File: src/rtl/tick_timer_regs.svh
// register offsets, field positions and reset values of the period timer
`ifndef TICK_TIMER_REGS_SVH
`define TICK_TIMER_REGS_SVH

// ----------------------------------------
// register offsets (byte addresses)
// ----------------------------------------
`define ADDR_TICK_COUNT 4'h0
`define ADDR_TICK_CONTROL 4'h4
`define ADDR_PERIOD_LIMIT 4'h8
`define ADDR_IRQ_FLAGS 4'hc
`define ADDR_IRQ_ENABLES 4'h1

// ----------------------------------------
// field positions
// ----------------------------------------
`define CTRL_PRESCALE_LO 0
`define CTRL_RUN_BIT 2
`define CTRL_POSTSCALE_LO 3
`define CTRL_WRITE_MASK 8'h7f
`define IRQ_MATCH_BIT 1

// ----------------------------------------
// reset values and counts
// ----------------------------------------
`define RST_TICK_COUNT 8'h00
`define RST_TICK_CONTROL 8'h00
`define RST_PERIOD_LIMIT 8'hff
`define INSTR_CLK_DIV 2'h3
`define PRESCALE_TERM_4 4'h3
`define PRESCALE_TERM_16 4'hf

`endif

File: src/rtl/tick_timer_pkg.sv
// types shared by the period timer files
package tick_timer_pkg;
  typedef enum logic [1:0] {
    PRE_DIV1 = 2'b00,
    PRE_DIV4 = 2'b01,
    PRE_DIV16 = 2'b10
  } prescale_e;
endpackage

File: src/rtl/tick_prescaler.sv
// prescaler that turns instruction-clock enables into counter ticks
`timescale 1ns/1ps
`include "tick_timer_regs.svh"
module tick_prescaler
  import tick_timer_pkg::*;
(
  // clock and reset
  input wire logic i_clk,
  input wire logic i_rstn,
  // control
  input wire logic i_clear,
  input wire logic i_run,
  input wire logic i_instr_en,
  input wire logic [1:0] i_prescale_select,
  // tick
  output logic o_tick
);
  logic [3:0] pre_count;
  logic [3:0] next_pre_count;
  logic [3:0] term;
  logic at_term;
  prescale_e mode;

  assign mode = i_prescale_select[1] ? PRE_DIV16 :
                (i_prescale_select[0] ? PRE_DIV4 : PRE_DIV1);
  assign term = (mode == PRE_DIV16) ? `PRESCALE_TERM_16 :
                (mode == PRE_DIV4) ? `PRESCALE_TERM_4 : 4'h0;
  assign at_term = (pre_count >= term);
  assign o_tick = i_run && i_instr_en && at_term && !i_clear;
  assign next_pre_count = at_term ? 4'h0 : pre_count + 4'h1;

  always_ff @(posedge i_clk or negedge i_rstn) begin
    if (!i_rstn) begin
      pre_count <= 4'h0;
    end else if (i_clear) begin
      pre_count <= 4'h0;
    end else if (i_run && i_instr_en) begin
      pre_count <= next_pre_count;
    end
  end
endmodule

File: src/rtl/period_timer.sv
// 8-bit period timer with prescaler, postscaler and match interrupt
//
// The address-and-strobe port and the register addresses are this design's own decisions.
`timescale 1ns/1ps
`include "tick_timer_regs.svh"

module period_timer
  import tick_timer_pkg::*;
#(
  parameter int POST_WIDTH = 4
) (
  // clock and reset
  input wire logic i_clk,
  input wire logic i_rstn,
  // register port
  input wire logic [3:0] i_addr,
  input wire logic [7:0] i_wdata,
  input wire logic i_wr,
  input wire logic i_rd,
  output logic [7:0] o_rdata,
  // serial port shift clock source
  output logic o_ssp_match,
  // pwm time base
  output logic [7:0] o_pwm_count,
  output logic o_pwm_match,
  // interrupt
  output logic o_irq
);
  // ----------------------------------------
  // registers
  // ----------------------------------------
  logic [7:0] tick_count;
  logic [6:0] tick_control;
  logic [7:0] period_limit;
  logic match_irq_flag;
  logic match_irq_enable;
  logic [POST_WIDTH-1:0] post_count;
  logic [1:0] instr_div;

  // ----------------------------------------
  // decode
  // ----------------------------------------
  // enables sit at 0x1 so the four timer words keep word-aligned offsets
  wire sel_count = (i_addr == `ADDR_TICK_COUNT);
  wire sel_ctrl = (i_addr == `ADDR_TICK_CONTROL);
  wire sel_period = (i_addr == `ADDR_PERIOD_LIMIT);
  wire sel_flags = (i_addr == `ADDR_IRQ_FLAGS);
  wire wr_count = i_wr && sel_count;
  wire wr_ctrl = i_wr && sel_ctrl;
  wire wr_period = i_wr && sel_period;
  wire wr_flags = i_wr && sel_flags;
  wire sel_enables = (i_addr == `ADDR_IRQ_ENABLES);
  wire wr_enables = i_wr && sel_enables;

  wire run = tick_control[`CTRL_RUN_BIT];
  wire [1:0] prescale_select = tick_control[1:0];
  wire [3:0] postscale_select = tick_control[6:3];
  wire clear_scalers = wr_count || wr_ctrl;

  // instruction clock is the system clock divided by four
  wire instr_en = (instr_div == `INSTR_CLK_DIV);
  wire tick;
  wire period_hit = (tick_count == period_limit);
  wire match_pulse = tick && period_hit;
  wire post_fire = match_pulse &&
                   (post_count == POST_WIDTH'(postscale_select));
  wire [POST_WIDTH-1:0] next_post_count =
    post_fire ? '0 : post_count + POST_WIDTH'(1);
  wire [7:0] next_tick_count = period_hit ? 8'h00 : tick_count + 8'h01;

  wire [7:0] rd_value =
    sel_count ? tick_count :
    sel_ctrl ? {1'b0, tick_control} :
    sel_period ? period_limit :
    sel_flags ? {6'h00, match_irq_flag, 1'b0} :
    sel_enables ? {6'h00, match_irq_enable, 1'b0} : 8'h00;

  tick_prescaler u_prescaler (
    .i_clk(i_clk),
    .i_rstn(i_rstn),
    .i_clear(clear_scalers),
    .i_run(run),
    .i_instr_en(instr_en),
    .i_prescale_select(prescale_select),
    .o_tick(tick)
  );

  // ----------------------------------------
  // instruction clock divider
  // ----------------------------------------
  always_ff @(posedge i_clk or negedge i_rstn) begin
    if (!i_rstn) begin
      instr_div <= 2'h0;
    end else begin
      instr_div <= instr_div + 2'h1;
    end
  end

  // ----------------------------------------
  // counter and period
  // ----------------------------------------
  always_ff @(posedge i_clk or negedge i_rstn) begin
    if (!i_rstn) begin
      tick_count <= `RST_TICK_COUNT;
    end else if (wr_count) begin
      tick_count <= i_wdata;
    end else if (tick) begin
      tick_count <= next_tick_count;
    end
  end

  always_ff @(posedge i_clk or negedge i_rstn) begin
    if (!i_rstn) begin
      period_limit <= `RST_PERIOD_LIMIT;
    end else if (wr_period) begin
      period_limit <= i_wdata;
    end
  end

  // control write does not touch tick_count
  always_ff @(posedge i_clk or negedge i_rstn) begin
    if (!i_rstn) begin
      tick_control <= 7'(`RST_TICK_CONTROL);
    end else if (wr_ctrl) begin
      tick_control <= i_wdata[6:0];
    end
  end

  // ----------------------------------------
  // postscaler
  // ----------------------------------------
  always_ff @(posedge i_clk or negedge i_rstn) begin
    if (!i_rstn) begin
      post_count <= '0;
    end else if (clear_scalers) begin
      post_count <= '0;
    end else if (match_pulse) begin
      post_count <= next_post_count;
    end
  end

  // ----------------------------------------
  // interrupt flag and enable
  // ----------------------------------------
  // set wins over a write-one clear in the same cycle
  always_ff @(posedge i_clk or negedge i_rstn) begin
    if (!i_rstn) begin
      match_irq_flag <= 1'b0;
    end else if (post_fire) begin
      match_irq_flag <= 1'b1;
    end else if (wr_flags && i_wdata[`IRQ_MATCH_BIT]) begin
      match_irq_flag <= 1'b0;
    end
  end

  always_ff @(posedge i_clk or negedge i_rstn) begin
    if (!i_rstn) begin
      match_irq_enable <= 1'b0;
    end else if (wr_enables) begin
      match_irq_enable <= i_wdata[`IRQ_MATCH_BIT];
    end
  end

  // ----------------------------------------
  // registered outputs
  // ----------------------------------------
  always_ff @(posedge i_clk or negedge i_rstn) begin
    if (!i_rstn) begin
      o_rdata <= 8'h00;
      o_ssp_match <= 1'b0;
      o_pwm_match <= 1'b0;
      o_pwm_count <= 8'h00;
      o_irq <= 1'b0;
    end else begin
      o_rdata <= i_rd ? rd_value : 8'h00;
      o_ssp_match <= match_pulse;
      o_pwm_match <= match_pulse;
      o_pwm_count <= tick_count;
      o_irq <= match_irq_flag && match_irq_enable;
    end
  end
endmodule

File: config.mk
export PLATFORM = sky130hd
export DESIGN_NAME = period_timer
export DESIGN_NICKNAME = d
export VERILOG_FILES = /design/src/rtl/tick_timer_pkg.sv /design/src/rtl/tick_prescaler.sv /design/src/rtl/period_timer.sv
export VERILOG_INCLUDE_DIRS = /design/src /design/src/rtl
export SDC_FILE = /design/constraint.sdc
export NUM_CORES = 1
export LEC_CHECK = 0
export BUFFER_PORTS_ARGS = -buffer_cell sky130_fd_sc_hd__buf_4
export CORE_MARGIN = 1.5
export CORE_UTILIZATION = 50
export CTS_CLUSTER_SIZE = 10
export DETAILED_ROUTE_END_ITERATION = 12
export PLACE_DENSITY = 0.78
export SETUP_SLACK_MARGIN = 0.3
export SYNTH_ARGS = -nofsm -noshare
export SYNTH_HDL_FRONTEND = slang
export SYNTH_SLANG_ARGS = --single-unit
File: constraint.sdc
create_clock -name i_clk -period 2.15 [get_ports i_clk]
set_input_delay 0.43 -clock i_clk [delete_from_list [all_inputs] [get_ports i_clk]]
set_output_delay 0.43 -clock i_clk [all_outputs]
set_load 0.02 [all_outputs]
==> results by group, run 1 <==
Clocking
  • H-tree levels: 2
  • CTS tree: done
  • CTS root buf: clkbuf_8
  • Num CTS Buffers: 5
  • Clock sink count: 53
  • CTS clk-pin slew, worst paths: 90 ps
  • Worst skew pair latency: ~300 ps
  • CTS max path bufs: 2

STA
  • Fin. max-slew vios: 0
  • Hold_ws: roughly 160 ps
  • Clock Skew: 4.94 ps
  • Period utilization: 0.942
  • Fmax: 494 MHz
  • Actual slew at the worst max-slew pin: 639 ps
  • Final setup fails: 0
  • Min cycle time layout: about 2000 ps
  • Setup_tns: 0 ps
  • RSZ-0062 raised after global routing: true
  • Hold Fails Final Rpt: 0
  • Max_slew headroom: 0.574

Floorplan
  • Core ar.: 5110 um^2
  • Die Span Y: 75.7 um
  • Initial Util: 0.517
  • # rows: 26
  • Ports: 35
  • Die Width: 75.7 um
  • Die area: 5730 um^2

Synth
  • Syn Area/Cell: 10.2 um^2
  • Most frequent cell after synthesis: dfrtp_1
  • Synth unique cells: 41
  • Mapped Area: 2640 um^2
  • Synth top cells by count: dfrtp_1 (45), nand2_1 (21), o21ai_0 (21)
  • Yosys top cell area share: 0.427
  • Post-synthesis sequential area ratio: 0.506
  • Yosys reg bits: 53
  • Post-synth EDFFs: 0
  • YS warnings: 0
  • Leading area contributor after synthesis: dfrtp_1
  • Synth Flop Type: dfrtp_1
  • Async S/R FF share, synth: 1.00
  • Synthesized Nets: 283
  • Synth area leaders: dfrtp_1 (43%), dfstp_2 (8.0%), mux2_2 (4.3%)
  • Post-Syn Instances: 259

GRT
  • First-pass GRT wire length: 9.16 mm
  • Global Route Usage Sum: 0.212
  • Largest net degree at the start of global routing: 54
  • Vias in the first global route: between 1,500 and 2,000
  • Initial antenna violation count: 0
  • Overflow left after global routing: 0

Cells and area
  • # nets final: 328
  • Layout cells sized above 1: 0.292
  • Syn-to-layout area delta: 22.3%
  • Diodes inserted: 0
  • Fillers: 397

Detailed routing
  • Router iterations before antenna repair: 4
  • Post-DRT Antenna Nets: 0
  • DR iter-0 viols: a little over 200
  • Vias per std cell: 5.51
  • Drt total wl: between 5 and 6 mm
  • Vias: roughly 2,100
  • DRC: 0
  • Routed len/inst: 14.6 um

Setup path
  • Reg-to-reg setup timing slack: roughly 120 ps
  • Critical-path top delay cell: a2111o_1
  • Worst endpoint data arrival time: 2210 ps
  • Crit Path Max Fanout: 6
  • Critical path type: flop to flop
  • Crit-path max cell delay: 430 ps
  • CP endpoint kind: flop
  • Worst r2r src: tick_control[1]
  • FF-to-FF path depth: 7
  • Crit path launch type: flop
  • Crit path required time: approximately 2300 ps
  • Worst path cell trace: or2_4 > ha_4 > nand2b_4 > a2111o_1 > and3_4 > a32oi_1 > o21ai_1
  • Delay-heaviest family, CP: compound AO/OA/AOI/OAI gates
  • Worst Setup SP: tick_control[1]
  • WP buf/inv: 0
  • Worst r2r dst: tick_count[5]

Place
  • Input/output buffers: 34
  • GP Congestion: about 0.90
  • Dpl hpwl: 4.06 mm

Pwr
  • Power density over cell area: 1010 nW/um^2
  • Peak VDD IR: between 0.4 and 0.5 mV
  • Leak Pwr: 1.45 nW

Job
  • Max Cap Viol: 0

Hold path
  • Hold Path Class: input port to asynchronous set/reset pin

Status
  • Outcome: complete, no violations
state kept, by name (all words and copies together), names as in the netlist:
signal / cells
o_ssp_match: 1
o_pwm_count: 8
u_prescaler.pre_count: 4
tick_count: 8
tick_control: 7
period_limit: 8
post_count: 4
match_irq_enable: 1
match_irq_flag: 1
o_irq: 1
instr_div: 2
o_rdata: 8
what timing repair did:
action | in CTS | in global routing
cloned | 1 | 0
pin swaps | 7 | 3
hold buffers | 0 | 0
setup endpoints to repair | 18 | 18
buffers inserted | 1 | 1
hold endpoints to repair | 0 | 0
gates resized for setup | 7 | 0
placed cells by master, fill, tap and decap left out, drive strengths merged, types with 4 or more instances in the layout:
| cell | n |
|---|---|
| nor2b | 9 |
| nand2b | 4 |
| dfrtp | 45 |
| buf | 48 |
| o22ai | 6 |
| clkbuf | 5 |
| o21ai | 24 |
| nand4b | 6 |
| nand3 | 7 |
| inv | 11 |
| nand2 | 21 |
| ha | 8 |
| and3 | 4 |
| dfstp | 8 |
| a21oi | 20 |
| mux2 | 10 |
| xnor2 | 4 |
| nor2 | 21 |
| nor4 | 4 |
| xor2 | 8 |
stage by stage:
| step | cells | power (W) | area [um^2] | setup WS [ps] | util |
|---|---|---|---|---|---|
| 3_3_place_gp | 364 | 0.00245 | 3050 | 210 | 0.597 |
| 6_report | 375 | 0.00326 | 3230 | 124 | 0.632 |
| 4_1_cts | 374 | 0.00328 | 3220 | 117 | 0.631 |
| 3_5_place_dp | 364 | 0.00248 | 3050 | 121 | 0.597 |
| 5_1_grt | 375 | 0.00348 | 3230 | 39.5 | 0.632 |
| 2_1_floorplan | 259 | 0.00211 | 2680 | 142 | - |
worst max path at each step:
stage	slack [ps]	cells after the start	endpoint
after global routing	40	8	tick_count[3]
after detailed placement	120	8	tick_count[3]
after CTS	120	7	tick_count[5]
after floorplan	140	8	tick_count[5]
after global placement	210	7	tick_count[5]
final	120	7	tick_count[5]
cell type report:
cell class                      instances  area [um^2]  area share
Sequential cell                        53         1340       0.414
Multi-Input combinational cell        185         1270       0.392
Timing Repair Buffer                   48          364       0.113
Tap cell                               70         87.6      0.0271
Clock buffer                            5         68.8      0.0213
Clock inverter                          3         65.1      0.0201
Inverter                               11         41.3      0.0128
per-layer routing:
| metal | vias up | share of wire | GRT usage |
|---|---|---|---|
| met5 | - | 0 | 0 |
| met4 | 0 | 0.014 | 0.0675 |
| met3 | 8 | 0.045 | 0.0410 |
| met2 | 64 | 0.51 | 0.370 |
| met1 | 987 | 0.43 | 0.266 |
| li1 | 1007 | - | - |
worst reg2reg max path: cells and delay by family (launching register included):
family | cells | cell delay (ps)
AOI/OAI and AO/OA | 3 | 710
adders and majority gates | 1 | 210
DFF | 1 | 390
and+or+nand+nor | 3 | 600
report_power, final:
part	switching, W	internal [W]
Clock	0.000303	0.000462
Sequential	0.000193	0.00124
Combinational	0.000576	0.000479
kinds of logic after synthesis:
family                   after synthesis  synth area share
multiplexers                          12            0.0502
AO/OA/AOI/OAI                         62             0.135
AND/OR/NAND/NOR                       90             0.197
buffers and inverters                 22            0.0346
adder cells (fa/ha/maj)                8            0.0379
XOR/XNOR                              12            0.0398
flip-flops                            53             0.506
No activity file was read; power rests on OpenSTA's default activity.
==> run 2: changes to the inputs <==
--- a/config.mk
+++ b/config.mk
@@ -7,11 +7,14 @@
 export NUM_CORES = 1
 export LEC_CHECK = 0
 export BUFFER_PORTS_ARGS = -buffer_cell sky130_fd_sc_hd__buf_4
+export CELL_PAD_IN_SITES_DETAIL_PLACEMENT = 0
+export CELL_PAD_IN_SITES_GLOBAL_PLACEMENT = 1
 export CORE_MARGIN = 1.5
-export CORE_UTILIZATION = 50
+export CORE_UTILIZATION = 40
+export CTS_CLUSTER_DIAMETER = 200
 export CTS_CLUSTER_SIZE = 10
 export DETAILED_ROUTE_END_ITERATION = 12
-export PLACE_DENSITY = 0.78
+export PLACE_DENSITY = 0.8
 export SETUP_SLACK_MARGIN = 0.3
 export SYNTH_ARGS = -nofsm -noshare
 export SYNTH_HDL_FRONTEND = slang
==> results by group, run 2 (synthesized netlist as in run 1, its figures left out) <==
Status
  • Outcome: complete, no violations

Cells and area
  • Syn-to-layout area delta: 21.8%
  • Diodes inserted: 0 (unchanged)
  • Most frequent cells in the layout: buf_4 (48), dfrtp_1 (45), nand2_1 (21)
  • Commonest non-fill, non-tap cell in the layout: buf_4
  • Fin util: 0.506 (-0.126)
  • Layout cells sized above 1: 0.297 (+0.00558)
  • # nets final: 329 (+0.30%)

Floorplan
  • Ports: 35 (unchanged)
  • Die area: 7100 um^2 (+24%)
  • Initial Util: 0.416 (-0.101)
  • Core ar.: 6350 um^2 (+24%)
  • # rows: 29 (+12%)
  • Die Width: 84.2 um (+11%)
  • Die Span Y: 84.2 um (+11%)

GRT
  • Overflow left after global routing: 0 (unchanged)
  • First-pass GRT wire length: 10.1 mm (+11%)
  • Largest net degree at the start of global routing: 54 (unchanged)
  • Vias in the first global route: 2,069 (+8.0%)
  • Global Route Usage Sum: 0.178 (-0.0346)
  • Initial antenna violation count: 0 (unchanged)

Detailed routing
  • Routed len/inst: 15.5 um (+6.0%)
  • DRC: 0 (unchanged)
  • Post-DRT Antenna Nets: 0 (unchanged)
  • Drt total wl: 5.94 mm (+8.2%)
  • Vias: 2,067 (+0.048%)
  • DR iter-0 viols: 67 (-67%)
  • Router iterations before antenna repair: 4 (unchanged)
  • Vias per std cell: 5.40 (-2.0%)

STA
  • Max_slew headroom: 0.556 (-0.0177)
  • RSZ-0062 raised after global routing: true
  • Setup_tns: 0 ps (unchanged)
  • Final setup fails: 0 (unchanged)
  • Actual slew at the worst max-slew pin: 666 ps (+26.6 ps)
  • Fin. max-slew vios: 0 (unchanged)
  • Min cycle time layout: 2040 ps (+15.8 ps)
  • Period utilization: 0.950 (+0.00737)
  • Fmax: 490 MHz (-0.78%)
  • Hold Fails Final Rpt: 0 (unchanged)
  • Clock Skew: 8.29 ps (+3.35 ps)

Setup path
  • Worst r2r src: tick_control[1]
  • Worst Setup SP: tick_control[1]
  • Critical-path top delay cell: a2111o_1
  • WP buf/inv: 0 (unchanged)
  • Crit path launch type: flop
  • CP endpoint kind: flop
  • Crit Path Max Fanout: 11 (+5)
  • Delay-heaviest family, CP: compound AO/OA/AOI/OAI gates
  • Crit-path max cell delay: 410 ps (-20 ps)
  • Worst path cell trace: or2_4 > ha_4 > nand2b_4 > a2111o_1 > and3_4 > a32oi_1 > o21ai_1
  • Critical path type: flop to flop
  • Worst endpoint data arrival time: 2230 ps (+20 ps)
  • Crit path required time: 2340 ps (about the same)

Place
  • Dpl hpwl: 4.31 mm (+6.2%)
  • GP Congestion: 0.782 (-13%)
  • Input/output buffers: 34 (unchanged)

Pwr
  • Psw: 0.00111 W (+3.2%)
  • Clk pwr share: 0.183 (-0.052)
  • Internal power: 0.00197 W (-9.7%)
  • Combinational fraction of design power: 0.354 (+0.030)
  • Switching share of power: 0.359 (+0.0302)
  • Peak VDD IR: 0.605 mV (+32%)
  • Power density over cell area: 958 nW/um^2 (-5.0%)
  • Register share of total power: 0.463 (+0.022)
  • Leak Pwr: 1.42 nW (-1.8%)

Clocking
  • CTS root buf: clkbuf_8
  • CTS tree: done
  • H-tree levels: 2 (unchanged)
  • CTS clk-pin slew, worst paths: 100 ps (about the same)
  • CTS max path bufs: 2 (unchanged)
  • Worst skew pair latency: 310 ps (about the same)
  • Hold buffer count at CTS: 0 (unchanged)
  • Num CTS Buffers: 5 (unchanged)
  • Clock sink count: 53 (unchanged)

Job
  • Max Cap Viol: 0 (unchanged)

Hold path
  • Hold Path Class: input port to asynchronous set/reset pin
run 2: path summary, 6_finish.rpt:
| check | end | slack, ps | cells after the start |
|---|---|---|---|
| setup / recovery | tick_count[5] | 110 | 7 |
| hold / removal | match_irq_enable | 140 | 1 |
| setup reg to reg | tick_count[5] | 110 | 7 |
| hold reg to reg | instr_div[0] | 430 | 1 |
| max in group asynchronous | tick_control[5] | 1550 | 1 |
| min in group i_clk | period_limit[2] | 360 | 3 |
run 2: stage by stage:
stage          instance area, um^2  hold slack, ps  total power [W]  worst slack [ps]  std cells
2_1_floorplan                 2680             134          0.00211               142        259
6_report                      3210             143          0.00308               108        383
4_1_cts                       3190             172          0.00310               124        382
3_3_place_gp                  3070             412          0.00248               188        372
3_5_place_dp                  3070             424          0.00250               112        372
5_1_grt                       3210             197          0.00329              35.5        383
run 2: area by class of cell:
class	count	area [um^2]
Inverter	11	41.3
Clock buffer	6	72.6
Sequential cell	53	1340
Timing Repair Buffer	50	383
Tap cell	77	96.3
Fill cell	606	3140
Multi-Input combinational cell	184	1270
Clock inverter	2	15.0
run 2: repair_timing:
item | 4_1_cts | 5_1_grt
setup buffers | 1 | 1
setup endpoints to repair | 16 | 18
pin swaps | 6 | 0
cloned | 1 | 0
gates resized for setup | 8 | 5
hold endpoints to repair | 0 | 0
run 2: layer usage:
metal  up-vias  global-route usage  part of all wire
met2        33               0.313              0.50
met4         0              0.0507             0.015
met3         7              0.0354             0.032
met5         -                   0                 0
met1      1025               0.222              0.45
li1       1002                   -                 -
run 2: power groups by stage:
stage	logic (W)	registers, W	clock network (W)
after floorplan	0.000595	0.00151	0
after global placement	0.00104	0.00143	0
after detailed placement	0.00106	0.00144	0
after CTS	0.00109	0.00142	0.000586
after global routing	0.00121	0.00146	0.000626
final	0.00109	0.00142	0.000564
